## src/rbx_regs.svh

```systemverilog
// Register offsets, command field positions, reset values and cycle counts
// of the bit, shift and transfer executor. Included by its bare name.
`ifndef RBX_REGS_SVH
`define RBX_REGS_SVH

// ==========================================================================
// APB register byte offsets
`define RBX_OFF_CMD      8'h00
`define RBX_OFF_OPND     8'h04
`define RBX_OFF_STAT     8'h08
`define RBX_OFF_PC       8'h0c
`define RBX_OFF_SP       8'h10
`define RBX_OFF_RIDX     8'h14
`define RBX_OFF_RDAT     8'h18

// ==========================================================================
// Command word fields
`define RBX_CMD_OP_LSB   0
`define RBX_CMD_OP_W     6
`define RBX_CMD_RD_LSB   6
`define RBX_CMD_RD_W     5
`define RBX_CMD_BIT_LSB  11
`define RBX_CMD_BIT_W    3
`define RBX_CMD_PTR_LSB  14
`define RBX_CMD_MODE_LSB 16
`define RBX_CMD_W        18

// Status word fields
`define RBX_STAT_BUSY    0
`define RBX_STAT_FLG_LSB 8

// Flag register bit positions
`define RBX_FLG_C        0
`define RBX_FLG_Z        1
`define RBX_FLG_N        2
`define RBX_FLG_V        3
`define RBX_FLG_T        6
`define RBX_FLG_I        7

// ==========================================================================
// Reset values
`define RBX_RST_PC       16'h0000
`define RBX_RST_SP       16'h08ff
`define RBX_RST_FLG      8'h00

// Core cycles per operation class
`define RBX_CYC_SHORT    2'h1
`define RBX_CYC_MEM      2'h2
`define RBX_CYC_PMEM     2'h3

`endif

```

## src/rbx_pkg.sv

```systemverilog
// Types of the bit, shift and transfer executor.
// Assumes rbx_regs.svh for the numeric field layout.
package rbx_pkg;

  typedef enum logic [5:0] {
    RBX_OP_NOP            = 6'h00,
    RBX_OP_BR_OVF_CLEAR   = 6'h01,
    RBX_OP_BR_IRQ_ON      = 6'h02,
    RBX_OP_BR_IRQ_OFF     = 6'h03,
    RBX_OP_IO_BIT_RAISE   = 6'h04,
    RBX_OP_IO_BIT_LOWER   = 6'h05,
    RBX_OP_LEFT_SHIFT     = 6'h06,
    RBX_OP_RIGHT_SHIFT    = 6'h07,
    RBX_OP_ROT_LEFT       = 6'h08,
    RBX_OP_ROT_RIGHT      = 6'h09,
    RBX_OP_SIGNED_SHIFT   = 6'h0a,
    RBX_OP_NIBBLE_SWAP    = 6'h0b,
    RBX_OP_FLAG_RAISE     = 6'h0c,
    RBX_OP_FLAG_LOWER     = 6'h0d,
    RBX_OP_BIT_TO_T       = 6'h0e,
    RBX_OP_T_TO_BIT       = 6'h0f,
    RBX_OP_POINTER_LOAD   = 6'h10,
    RBX_OP_DIRECT_LOAD    = 6'h11,
    RBX_OP_POINTER_WRITE  = 6'h12,
    RBX_OP_DIRECT_WRITE   = 6'h13,
    RBX_OP_PMEM_READ      = 6'h14,
    RBX_OP_STACK_DEPOSIT  = 6'h15,
    RBX_OP_STACK_RETRIEVE = 6'h16,
    RBX_OP_SLEEP          = 6'h17,
    RBX_OP_WDOG_RESTART   = 6'h18,
    RBX_OP_DEBUG_BREAK    = 6'h19
  } rbx_op_t;

  typedef enum logic [1:0] {
    RBX_PTR_X = 2'h0,
    RBX_PTR_Y = 2'h1,
    RBX_PTR_Z = 2'h2
  } rbx_ptr_t;

  typedef enum logic [1:0] {
    RBX_AM_PLAIN    = 2'h0,
    RBX_AM_POST_INC = 2'h1,
    RBX_AM_PRE_DEC  = 2'h2,
    RBX_AM_DISP     = 2'h3
  } rbx_amode_t;

  typedef enum logic [1:0] {
    RBX_ST_IDLE = 2'b01,
    RBX_ST_RUN  = 2'b10
  } rbx_state_t;

endpackage

```

## src/rbx_exec.sv

```systemverilog
// Executor for branches on V and I, I/O bit writes, shifts, flag writes,
// T transfers, data and program memory transfers, stack and MCU control.
// Assumes APB on ref_clk, data memory and program memory answering one
// cycle after a read strobe and holding the data until the next strobe.
//
// Functional notes
// - Branch on V clear, I set or I clear; 1 cycle not taken, 2 taken.
// - I/O bit raise or lower writes one bit, keeps flags, takes 2 cycles.
// - Left shift moves bits up, zero into bit 0, updates Z C N V, 1 cycle.
// - Right shift moves bits down, zero into bit 7, updates Z C N V.
// - Rotates go through carry both ways, update Z C N V, one cycle.
// - Signed right shift keeps bit 7, updates Z C N V, one cycle.
// - Nibble swap exchanges halves in one cycle, flags untouched.
// - Flag raise or lower changes only the indexed flag, one cycle.
// - Bit to T and T to bit copies, one cycle each.
// - Pointer loads via X Y Z, two cycles, post-increment or pre-decrement.
// - Displaced loads read Y or Z plus offset, pointer unchanged, two cycles.
// - Direct load reads the given address in two cycles, no flags.
// - Pointer writes via X Y Z, two cycles, same update forms as loads.
// - Displaced writes at Y or Z plus offset, pointer unchanged.
// - Direct write to the given address in two cycles, no flags.
// - Program memory read at Z into a register, three cycles, optional Z+1.
// - Stack deposit and retrieve take two cycles, no flag effect.
// - No-op, sleep and watchdog restart take one cycle, pulse their units.
// - Debug break only signals the debug unit, no flag effect.
//
// Chosen here: register access over APB and the address map.
`timescale 1ns/1ps
`include "rbx_regs.svh"

module rbx_exec #(
  parameter logic [15:0] RST_SP = `RBX_RST_SP
) (
  // Clock and reset
  input  wire logic        ref_clk,
  input  wire logic        rstn,
  // APB slave
  input  wire logic [7:0]  paddr,
  input  wire logic        psel,
  input  wire logic        penable,
  input  wire logic        pwrite,
  input  wire logic [31:0] pwdata,
  output logic      [31:0] prdata,
  output logic             pready,
  output logic             pslverr,
  // Data memory
  output logic      [15:0] dm_addr,
  output logic      [7:0]  dm_wdata,
  output logic             dm_we,
  output logic             dm_re,
  input  wire logic [7:0]  dm_rdata,
  // Program memory
  output logic      [15:0] pm_addr,
  output logic             pm_re,
  input  wire logic [7:0]  pm_rdata,
  // I/O space and control units
  output logic      [5:0]  io_addr,
  output logic      [2:0]  io_bit,
  output logic             io_bit_raise,
  output logic             io_bit_lower,
  output logic             sleep_req,
  output logic             watchdog_restart,
  output logic             debug_break,
  output logic             busy
);

  // ========================================================================
  // State
  rbx_pkg::rbx_state_t state_q;
  rbx_pkg::rbx_op_t    op_q;
  rbx_pkg::rbx_amode_t mode_q;
  logic [7:0]  rf_q [32];
  logic [7:0]  flag_register_q;
  logic [15:0] pc_q, sp_q, opnd_q, ea_q, ptr_new_q;
  logic [4:0]  rd_q, ridx_q;
  logic [2:0]  bit_q;
  logic [1:0]  ptr_q, cnt_q;
  logic [`RBX_CMD_W-1:0] cmd_q;
  logic        first_q, taken_q;
  logic [7:0]  wd_q;
  logic [31:0] prdata_q;

  // ========================================================================
  // APB decode
  wire wr_acc   = psel & penable & pwrite;
  wire idle     = (state_q == rbx_pkg::RBX_ST_IDLE);
  wire run      = (state_q == rbx_pkg::RBX_ST_RUN);
  wire hit_cmd  = (paddr == `RBX_OFF_CMD);
  wire hit_opnd = (paddr == `RBX_OFF_OPND);
  wire hit_stat = (paddr == `RBX_OFF_STAT);
  wire hit_pc   = (paddr == `RBX_OFF_PC);
  wire hit_sp   = (paddr == `RBX_OFF_SP);
  wire hit_ridx = (paddr == `RBX_OFF_RIDX);
  wire hit_rdat = (paddr == `RBX_OFF_RDAT);
  wire hit_any  = hit_cmd | hit_opnd | hit_stat | hit_pc | hit_sp | hit_ridx | hit_rdat;
  wire issue    = wr_acc & hit_cmd & idle;
  wire sw_wr    = wr_acc & idle;

  assign pready  = psel & penable;
  assign pslverr = psel & penable & ~hit_any;
  assign prdata  = prdata_q;

  wire [31:0] rd_mux =
    hit_cmd  ? {{(32-`RBX_CMD_W){1'b0}}, cmd_q} :
    hit_opnd ? {16'h0000, opnd_q} :
    hit_stat ? {16'h0000, flag_register_q, 7'h00, run} :
    hit_pc   ? {16'h0000, pc_q} :
    hit_sp   ? {16'h0000, sp_q} :
    hit_ridx ? {27'h0000000, ridx_q} :
    hit_rdat ? {24'h000000, rf_q[ridx_q]} : 32'h00000000;

  // ========================================================================
  // Command decode at issue
  wire [5:0] c_op_raw = pwdata[`RBX_CMD_OP_LSB +: `RBX_CMD_OP_W];
  wire rbx_pkg::rbx_op_t    c_op   = rbx_pkg::rbx_op_t'(c_op_raw);
  wire rbx_pkg::rbx_amode_t c_mode = rbx_pkg::rbx_amode_t'(pwdata[`RBX_CMD_MODE_LSB +: 2]);
  // Program memory reads always walk Z, whatever pointer field was written.
  wire [1:0] c_ptr = (c_op == rbx_pkg::RBX_OP_PMEM_READ) ? 2'h2 :
                     pwdata[`RBX_CMD_PTR_LSB +: 2];
  wire [4:0] c_rd  = pwdata[`RBX_CMD_RD_LSB +: `RBX_CMD_RD_W];

  // Pointer pairs are formed from r27:r26, r29:r28 and r31:r30.
  wire [15:0] ptr_x = {rf_q[27], rf_q[26]};
  wire [15:0] ptr_y = {rf_q[29], rf_q[28]};
  wire [15:0] ptr_z = {rf_q[31], rf_q[30]};
  wire [15:0] ptr_sel = (c_ptr == rbx_pkg::RBX_PTR_X) ? ptr_x :
                        (c_ptr == rbx_pkg::RBX_PTR_Y) ? ptr_y : ptr_z;
  wire [15:0] ptr_inc = ptr_sel + 16'h0001;
  wire [15:0] ptr_dec = ptr_sel - 16'h0001;
  wire [15:0] ptr_ea  = (c_mode == rbx_pkg::RBX_AM_PRE_DEC) ? ptr_dec :
                        (c_mode == rbx_pkg::RBX_AM_DISP) ?
                        ptr_sel + {10'h000, opnd_q[5:0]} : ptr_sel;
  wire [15:0] ptr_nxt = (c_mode == rbx_pkg::RBX_AM_POST_INC) ? ptr_inc :
                        (c_mode == rbx_pkg::RBX_AM_PRE_DEC) ? ptr_dec : ptr_sel;

  logic [15:0] c_ea;
  logic [1:0]  c_cyc;
  logic        c_taken;
  always_comb begin
    c_ea    = ptr_ea;
    c_cyc   = `RBX_CYC_SHORT;
    c_taken = 1'b0;
    unique case (c_op)
      rbx_pkg::RBX_OP_BR_OVF_CLEAR: c_taken = ~flag_register_q[`RBX_FLG_V];
      rbx_pkg::RBX_OP_BR_IRQ_ON:    c_taken = flag_register_q[`RBX_FLG_I];
      rbx_pkg::RBX_OP_BR_IRQ_OFF:   c_taken = ~flag_register_q[`RBX_FLG_I];
      rbx_pkg::RBX_OP_IO_BIT_RAISE,
      rbx_pkg::RBX_OP_IO_BIT_LOWER,
      rbx_pkg::RBX_OP_POINTER_LOAD,
      rbx_pkg::RBX_OP_POINTER_WRITE: c_cyc = `RBX_CYC_MEM;
      rbx_pkg::RBX_OP_DIRECT_LOAD,
      rbx_pkg::RBX_OP_DIRECT_WRITE: begin
        c_cyc = `RBX_CYC_MEM;
        c_ea  = opnd_q;
      end
      rbx_pkg::RBX_OP_PMEM_READ: begin
        c_cyc = `RBX_CYC_PMEM;
        c_ea  = ptr_z;
      end
      rbx_pkg::RBX_OP_STACK_DEPOSIT: begin
        c_cyc = `RBX_CYC_MEM;
        c_ea  = sp_q;
      end
      rbx_pkg::RBX_OP_STACK_RETRIEVE: begin
        c_cyc = `RBX_CYC_MEM;
        c_ea  = sp_q + 16'h0001;
      end
      default: c_cyc = `RBX_CYC_SHORT;
    endcase
    if (c_taken) begin
      c_cyc = `RBX_CYC_MEM;
    end
  end

  // ========================================================================
  // Shift unit and flag results
  wire [7:0] src   = rf_q[rd_q];
  wire       c_in  = flag_register_q[`RBX_FLG_C];
  logic [7:0] res;
  logic       c_out;
  always_comb begin
    res   = src;
    c_out = c_in;
    unique case (op_q)
      rbx_pkg::RBX_OP_LEFT_SHIFT:   {c_out, res} = {src, 1'b0};
      rbx_pkg::RBX_OP_RIGHT_SHIFT:  {res, c_out} = {1'b0, src};
      rbx_pkg::RBX_OP_ROT_LEFT:     {c_out, res} = {src, c_in};
      rbx_pkg::RBX_OP_ROT_RIGHT:    {res, c_out} = {c_in, src};
      rbx_pkg::RBX_OP_SIGNED_SHIFT: {res, c_out} = {src[7], src};
      rbx_pkg::RBX_OP_NIBBLE_SWAP:  res = {src[3:0], src[7:4]};
      rbx_pkg::RBX_OP_T_TO_BIT:     res[bit_q] = flag_register_q[`RBX_FLG_T];
      default:                      res = src;
    endcase
  end

  wire is_shift = (op_q == rbx_pkg::RBX_OP_LEFT_SHIFT) | (op_q == rbx_pkg::RBX_OP_RIGHT_SHIFT) |
                  (op_q == rbx_pkg::RBX_OP_ROT_LEFT) | (op_q == rbx_pkg::RBX_OP_ROT_RIGHT) |
                  (op_q == rbx_pkg::RBX_OP_SIGNED_SHIFT);
  wire is_load  = (op_q == rbx_pkg::RBX_OP_POINTER_LOAD) | (op_q == rbx_pkg::RBX_OP_DIRECT_LOAD) |
                  (op_q == rbx_pkg::RBX_OP_STACK_RETRIEVE);
  wire is_store = (op_q == rbx_pkg::RBX_OP_POINTER_WRITE) |
                  (op_q == rbx_pkg::RBX_OP_DIRECT_WRITE) |
                  (op_q == rbx_pkg::RBX_OP_STACK_DEPOSIT);
  wire is_ptr   = (op_q == rbx_pkg::RBX_OP_POINTER_LOAD) |
                  (op_q == rbx_pkg::RBX_OP_POINTER_WRITE) |
                  (op_q == rbx_pkg::RBX_OP_PMEM_READ);
  wire is_pmem  = (op_q == rbx_pkg::RBX_OP_PMEM_READ);
  wire is_br    = (op_q == rbx_pkg::RBX_OP_BR_OVF_CLEAR) | (op_q == rbx_pkg::RBX_OP_BR_IRQ_ON) |
                  (op_q == rbx_pkg::RBX_OP_BR_IRQ_OFF);
  wire last     = run & (cnt_q == 2'h0);
  wire go       = run & first_q;
  wire rd_wr    = last & (is_shift | is_load | is_pmem | (op_q == rbx_pkg::RBX_OP_NIBBLE_SWAP) |
                  (op_q == rbx_pkg::RBX_OP_T_TO_BIT));
  wire [7:0] rd_val = is_load ? dm_rdata : is_pmem ? pm_rdata : res;
  wire ptr_wr   = last & is_ptr & (mode_q == rbx_pkg::RBX_AM_POST_INC |
                  (mode_q == rbx_pkg::RBX_AM_PRE_DEC & ~is_pmem));
  wire [4:0] ptr_lo = 5'h1a + {2'h0, ptr_q, 1'b0};

  logic [7:0] flg_d;
  always_comb begin
    flg_d = flag_register_q;
    if (is_shift) begin
      flg_d[`RBX_FLG_C] = c_out;
      flg_d[`RBX_FLG_Z] = (res == 8'h00);
      flg_d[`RBX_FLG_N] = res[7];
      flg_d[`RBX_FLG_V] = res[7] ^ c_out;
    end
    if (op_q == rbx_pkg::RBX_OP_FLAG_RAISE) begin
      flg_d[bit_q] = 1'b1;
    end
    if (op_q == rbx_pkg::RBX_OP_FLAG_LOWER) begin
      flg_d[bit_q] = 1'b0;
    end
    if (op_q == rbx_pkg::RBX_OP_BIT_TO_T) begin
      flg_d[`RBX_FLG_T] = src[bit_q];
    end
  end

  // ========================================================================
  // Outputs towards memories and units
  assign busy             = run;
  assign dm_addr          = ea_q;
  assign dm_wdata         = wd_q;
  assign dm_re            = go & is_load;
  assign dm_we            = go & is_store;
  assign pm_addr          = ea_q;
  assign pm_re            = go & is_pmem;
  assign io_addr          = opnd_q[5:0];
  assign io_bit           = bit_q;
  assign io_bit_raise     = go & (op_q == rbx_pkg::RBX_OP_IO_BIT_RAISE);
  assign io_bit_lower     = go & (op_q == rbx_pkg::RBX_OP_IO_BIT_LOWER);
  assign sleep_req        = go & (op_q == rbx_pkg::RBX_OP_SLEEP);
  assign watchdog_restart = go & (op_q == rbx_pkg::RBX_OP_WDOG_RESTART);
  assign debug_break      = go & (op_q == rbx_pkg::RBX_OP_DEBUG_BREAK);

  // ========================================================================
  // Sequencer
  always_ff @(posedge ref_clk or negedge rstn) begin
    if (!rstn) begin
      state_q <= rbx_pkg::RBX_ST_IDLE;
      cnt_q   <= 2'h0;
      first_q <= 1'b0;
    end else begin
      first_q <= issue;
      unique case (state_q)
        rbx_pkg::RBX_ST_IDLE: if (issue) begin
          state_q <= rbx_pkg::RBX_ST_RUN;
          cnt_q   <= c_cyc - 2'h1;
        end
        rbx_pkg::RBX_ST_RUN: begin
          cnt_q <= cnt_q - 2'h1;
          if (last) state_q <= rbx_pkg::RBX_ST_IDLE;
        end
        default: state_q <= rbx_pkg::RBX_ST_IDLE;
      endcase
    end
  end

  always_ff @(posedge ref_clk or negedge rstn) begin
    if (!rstn) begin
      op_q      <= rbx_pkg::RBX_OP_NOP;
      mode_q    <= rbx_pkg::RBX_AM_PLAIN;
      cmd_q     <= '0;
      rd_q      <= 5'h00;
      bit_q     <= 3'h0;
      ptr_q     <= 2'h0;
      ea_q      <= 16'h0000;
      ptr_new_q <= 16'h0000;
      wd_q      <= 8'h00;
      taken_q   <= 1'b0;
    end else if (issue) begin
      op_q      <= c_op;
      mode_q    <= c_mode;
      cmd_q     <= pwdata[`RBX_CMD_W-1:0];
      rd_q      <= c_rd;
      bit_q     <= pwdata[`RBX_CMD_BIT_LSB +: `RBX_CMD_BIT_W];
      ptr_q     <= c_ptr;
      ea_q      <= c_ea;
      ptr_new_q <= ptr_nxt;
      wd_q      <= rf_q[c_rd];
      taken_q   <= c_taken;
    end
  end

  // ========================================================================
  // Architectural state
  always_ff @(posedge ref_clk or negedge rstn) begin
    if (!rstn) begin
      flag_register_q <= `RBX_RST_FLG;
      pc_q            <= `RBX_RST_PC;
      sp_q            <= RST_SP;
      opnd_q          <= 16'h0000;
      ridx_q          <= 5'h00;
      prdata_q        <= 32'h00000000;
    end else begin
      if (psel & ~penable & ~pwrite) prdata_q <= rd_mux;
      if (sw_wr & hit_opnd) opnd_q <= pwdata[15:0];
      if (sw_wr & hit_ridx) ridx_q <= pwdata[4:0];
      if (sw_wr & hit_stat) flag_register_q <= pwdata[`RBX_STAT_FLG_LSB +: 8];
      if (sw_wr & hit_pc) pc_q <= pwdata[15:0];
      if (sw_wr & hit_sp) sp_q <= pwdata[15:0];
      if (last) begin
        flag_register_q <= flg_d;
        pc_q <= (is_br & taken_q) ? pc_q + opnd_q + 16'h0001 : pc_q + 16'h0001;
        if (op_q == rbx_pkg::RBX_OP_STACK_DEPOSIT) sp_q <= sp_q - 16'h0001;
        if (op_q == rbx_pkg::RBX_OP_STACK_RETRIEVE) sp_q <= ea_q;
      end
    end
  end

  // The pointer update is written after the result, so it wins on overlap.
  always_ff @(posedge ref_clk or negedge rstn) begin
    if (!rstn) begin
      for (int i = 0; i < 32; i++) rf_q[i] <= 8'h00;
    end else begin
      if (sw_wr & hit_rdat) rf_q[ridx_q] <= pwdata[7:0];
      if (rd_wr) rf_q[rd_q] <= rd_val;
      if (ptr_wr) begin
        rf_q[ptr_lo]        <= ptr_new_q[7:0];
        rf_q[ptr_lo + 5'h1] <= ptr_new_q[15:8];
      end
    end
  end
endmodule

```

## config.mk

```make
export PLATFORM = sky130hd
export DESIGN_NAME = rbx_exec
export DESIGN_NICKNAME = d
export VERILOG_FILES = /design/src/rbx_pkg.sv /design/src/rbx_exec.sv
export VERILOG_INCLUDE_DIRS = /design/src
export SDC_FILE = /design/constraint.sdc
export NUM_CORES = 2
export LEC_CHECK = 0
export BUFFER_PORTS_ARGS = -buffer_cell sky130_fd_sc_hd__buf_2
export CELL_PAD_IN_SITES_DETAIL_PLACEMENT = 1
export CELL_PAD_IN_SITES_GLOBAL_PLACEMENT = 1
export CORE_MARGIN = 4
export CORE_UTILIZATION = 35
export DETAILED_ROUTE_END_ITERATION = 7
export PLACE_DENSITY = 0.67
export SLEW_MARGIN = 0
export SYNTH_ARGS = -nofsm -noshare
export SYNTH_HDL_FRONTEND = slang
export SYNTH_SLANG_ARGS = --single-unit
export TNS_END_PERCENT = 20
```

## constraint.sdc

```tcl
create_clock -name ref_clk -period 3.9 [get_ports ref_clk]
set_input_delay 0.585 -clock ref_clk [delete_from_list [all_inputs] [get_ports ref_clk]]
set_output_delay 0.585 -clock ref_clk [all_outputs]
set_load 0.05 [all_outputs]
```

==> results_dict.tcl <==
set metrics [dict create \
    status "finished clean" \
    place.port_buffers 124 \
    finalPower_w 0.01076 \
    grt_pass1_vias 28672 \
    synth_edf_count 0 \
    clock-root-buffer "clkbuf_16" \
    ir_worst_vdd_mv 0.3256 \
    synth-seq-cells 401 \
    grtUsageMet2_pct 46.76 \
    drv_cap 0 \
    drc 0 \
    area_growth_pct 16.56 \
    cts_max_level 2 \
    io_pins 153 \
    drt_iter0_drc 3654 \
    start_kind "register" \
    antenna_found_initial 5 \
    hold_viol 0 \
    tns_ns 0 \
    synth.distinct_cells 78 \
    path_max_fanout 13 \
    viasPerCell 6.483 \
    yosysMostFrequentCell "dfrtp_1" \
    syn_area_per_cell_sq_um 9.389 \
    critical-path-slowest-cell "dfrtp_1" \
    cts_hold_buf 0 \
    power_switching_w 0.003124 \
    seqPwrFrac_pct 40.3 \
    power.density_nw_per_um2 308.9 \
    synth_commonest_cells "dfrtp_1 (391), nand2_1 (309), nor2_1 (284)" \
    final_antenna_net_count 0 \
    power.clock.fraction_pct 45.7 \
    grt_setup_unrepaired "false" \
    max_stage_delay_ns 0.73 \
    setup_violations 0 \
    worst_path_dominant_cell_family "simple AND/OR/NAND/NOR gates" \
    synth_cells 3183 \
    cp-end-kind "register" \
    syn-cell-area_sq_um 29880 \
    worstPathCellList "buf_4 -> nand4b_1 -> buf_4 -> o22ai_1 -> nor4_1 -> buf_4 -> nand2_1 -> a222oi_1 -> o211ai_1 -> nor4_1 -> nand3b_1 -> a221oi_1" \
    first_pass_iters 8 \
    die_h_um 300.2 \
    nets 3420 \
    cp.arrival_ns 4.33 \
    cp_num_buf_inv 3 \
    cp_common_cell "buf_4" \
    fmax_mhz 262.2 \
    use_met3_pct 5.690 \
    drive_gt1_share_pct 24.93 \
    die_x_um 300.2 \
    dieArea_sq_um 90120 \
    max-slew-margin-rel_pct 30.34 \
    comb_power_share_pct 14.0 \
    yosysSeqAreaShare_pct 33.62 \
    hpwl_um 102900 \
    initial_core_util_pct 35.54 \
    intPower_w 0.007638 \
    wire_per_inst_um 31.21 \
    clock_sinks 401 \
    hp-class "in -> async" \
    yosys.area.top_type "dfrtp_1" \
    cts_resized 0 \
    layout_min_cycle_time_ns 3.815 \
    async_flop_share_pct 100.0 \
    dr_total_vias 29218 \
    ys.flop_type "dfrtp_1" \
    global_route.usage.met1_pct 40.30 \
    gr-total-overflow 0 \
    yosys.area.top_type_share_pct 32.74 \
    gp_congestion 1.098 \
    finalCritPeriodShare_pct 97.81 \
    clkLatencyLatePin_ns 0.62 \
    path_clk_slew_ns 0.06 \
    fin_skew_ns 0.02535 \
    yosysWarnings 0 \
    clockBufferDepth 3 \
    synthTopCellsByArea "dfrtp_1 (33%), mux4_2 (11%), mux2i_1 (7.6%), mux2_2 (6.0%), a21oi_1 (4.0%)" \
    top_usage_layer "met2" \
    cp.required_ns 4.41 \
    tightestPinTransition_ns 1.042 \
    core.rowCount 106 \
    critPathKind "reg -> reg" \
    slew_violations 0 \
    cts_setup_buffers 0 \
    grt_usage_pct 30.36 \
    drt_wl_total_um 140700 \
    grt_max_degree 82 \
    cts_tree "done" \
    total_leakage_power_nw 14.43 \
    p_sw_share_pct 29.03 \
    fin_util_pct 41.42 \
    rrSetupSlack_ns 0.09 \
    grt_pass1_wl_um 203900 \
    numCtsBuffers 49 \
    core_area_sq_um 84090 \
]
-- power groups by stage --
| stage | Clock [W] | Combinational (W) | Sequential (W) |
|---|---|---|---|
| 2_1_floorplan | 0 | 0.000765 | 0.00446 |
| 3_3_place_gp | 0 | 0.00146 | 0.00440 |
| 3_5_place_dp | 0 | 0.00148 | 0.00440 |
| 4_1_cts | 0.00497 | 0.00148 | 0.00433 |
| 5_1_grt | 0.00514 | 0.00158 | 0.00434 |
| 6_report | 0.00492 | 0.00150 | 0.00434 |
-- placed cells by master, fill, tap and decap left out, drive strengths merged, types with 26 or more instances in the layout --
cell type | Yosys | final
a211oi | 105 | 105
a21oi | 238 | 238
a221oi | 71 | 71
a22oi | 69 | 69
buf | 100 | 392
clkbuf | 208 | 75
dfrtp | 391 | 391
ha | 26 | 26
inv | 36 | 36
mux2 | 159 | 159
mux2i | 236 | 236
mux4 | 145 | 145
nand2 | 309 | 309
nand3 | 55 | 55
nor2 | 292 | 292
nor2b | 103 | 103
nor3 | 54 | 54
nor4 | 28 | 28
o21ai | 157 | 157
o22ai | 89 | 89
xnor2 | 36 | 36
xor2 | 31 | 31
-- worst paths after layout --
kind	from	to	depth (start not counted)
worst min-delay path	rstn	ptr_x[0]	1
max in group asynchronous	rstn	rf_q[148]	3
worst max-delay path	rd_q[2]	flag_register_q[1]	12
worst max register to register	rd_q[2]	flag_register_q[1]	12
min in group ref_clk	pwdata[12]	io_bit[1]	3
worst min register to register	cmd_q[14]	cmd_q[14]	2
-- sequential cells by signal, summed over array words and instances (netlist names), 4 cells and up, named ones only --
register         count
rf_q               208
ptr_x               16
ridx_q               5
ptr_y               16
cmd_q                5
dm_wdata             8
ptr_z               16
flag_register_q      7
op_q                 5
opnd_q              16
prdata              18
dm_addr             16
ptr_new_q           16
rd_q                 4
sp_q                16
pc_q                16
-- cell type report --
cell class                      instances  area, sq um
Antenna cell                            4        10.01
Clock buffer                           75         1465
Clock inverter                         14        210.2
Fill cell                            9632        49250
Inverter                               36        135.1
Multi-Input combinational cell       2451        18520
Sequential cell                       401        10060
Tap cell                             1134         1419
Timing Repair Buffer                  392         3014
-- metrics by stage --
stage               std cells  hold WS [ns]  worst slack (ns)  area [sq um]
finish                   4507      0.003449           0.08540         34830
global route             4503       0.04561           0.01047         34820
CTS                      4503      0.008837            0.1473         34800
detailed placement       4414        0.4816           0.09791         33120
global placement         4414        0.4605            0.1203         33120
floorplan                3196        0.2894            0.3454         29930
-- metal layers --
metal	vias up	part of all wire, %
met1	14884	41
met2	1629	44
met3	469	8.6
li1	12230	-
met4	6	7.1
met5	-	0.073
-- worst reg2reg max path: cells and delay by family, from the launching register on --
kind            cells  cell delay (ns)
flops               1             0.73
compound gates      4             0.95
buf+inv             3             0.71
simple gates        5             1.32
-- kinds of logic after synthesis --
group,count (synthesis),synth area share [%]
AOI/OAI and AO/OA,828,17.74
xor gates and xnor gates,67,1.964
adders and majority gates,28,1.223
buffers and inverters,344,5.028
DFF,401,33.62
muxes,540,24.95
other,1,0.01255
and+or+nand+nor,974,15.46
(Power assumes the default switching activity.)
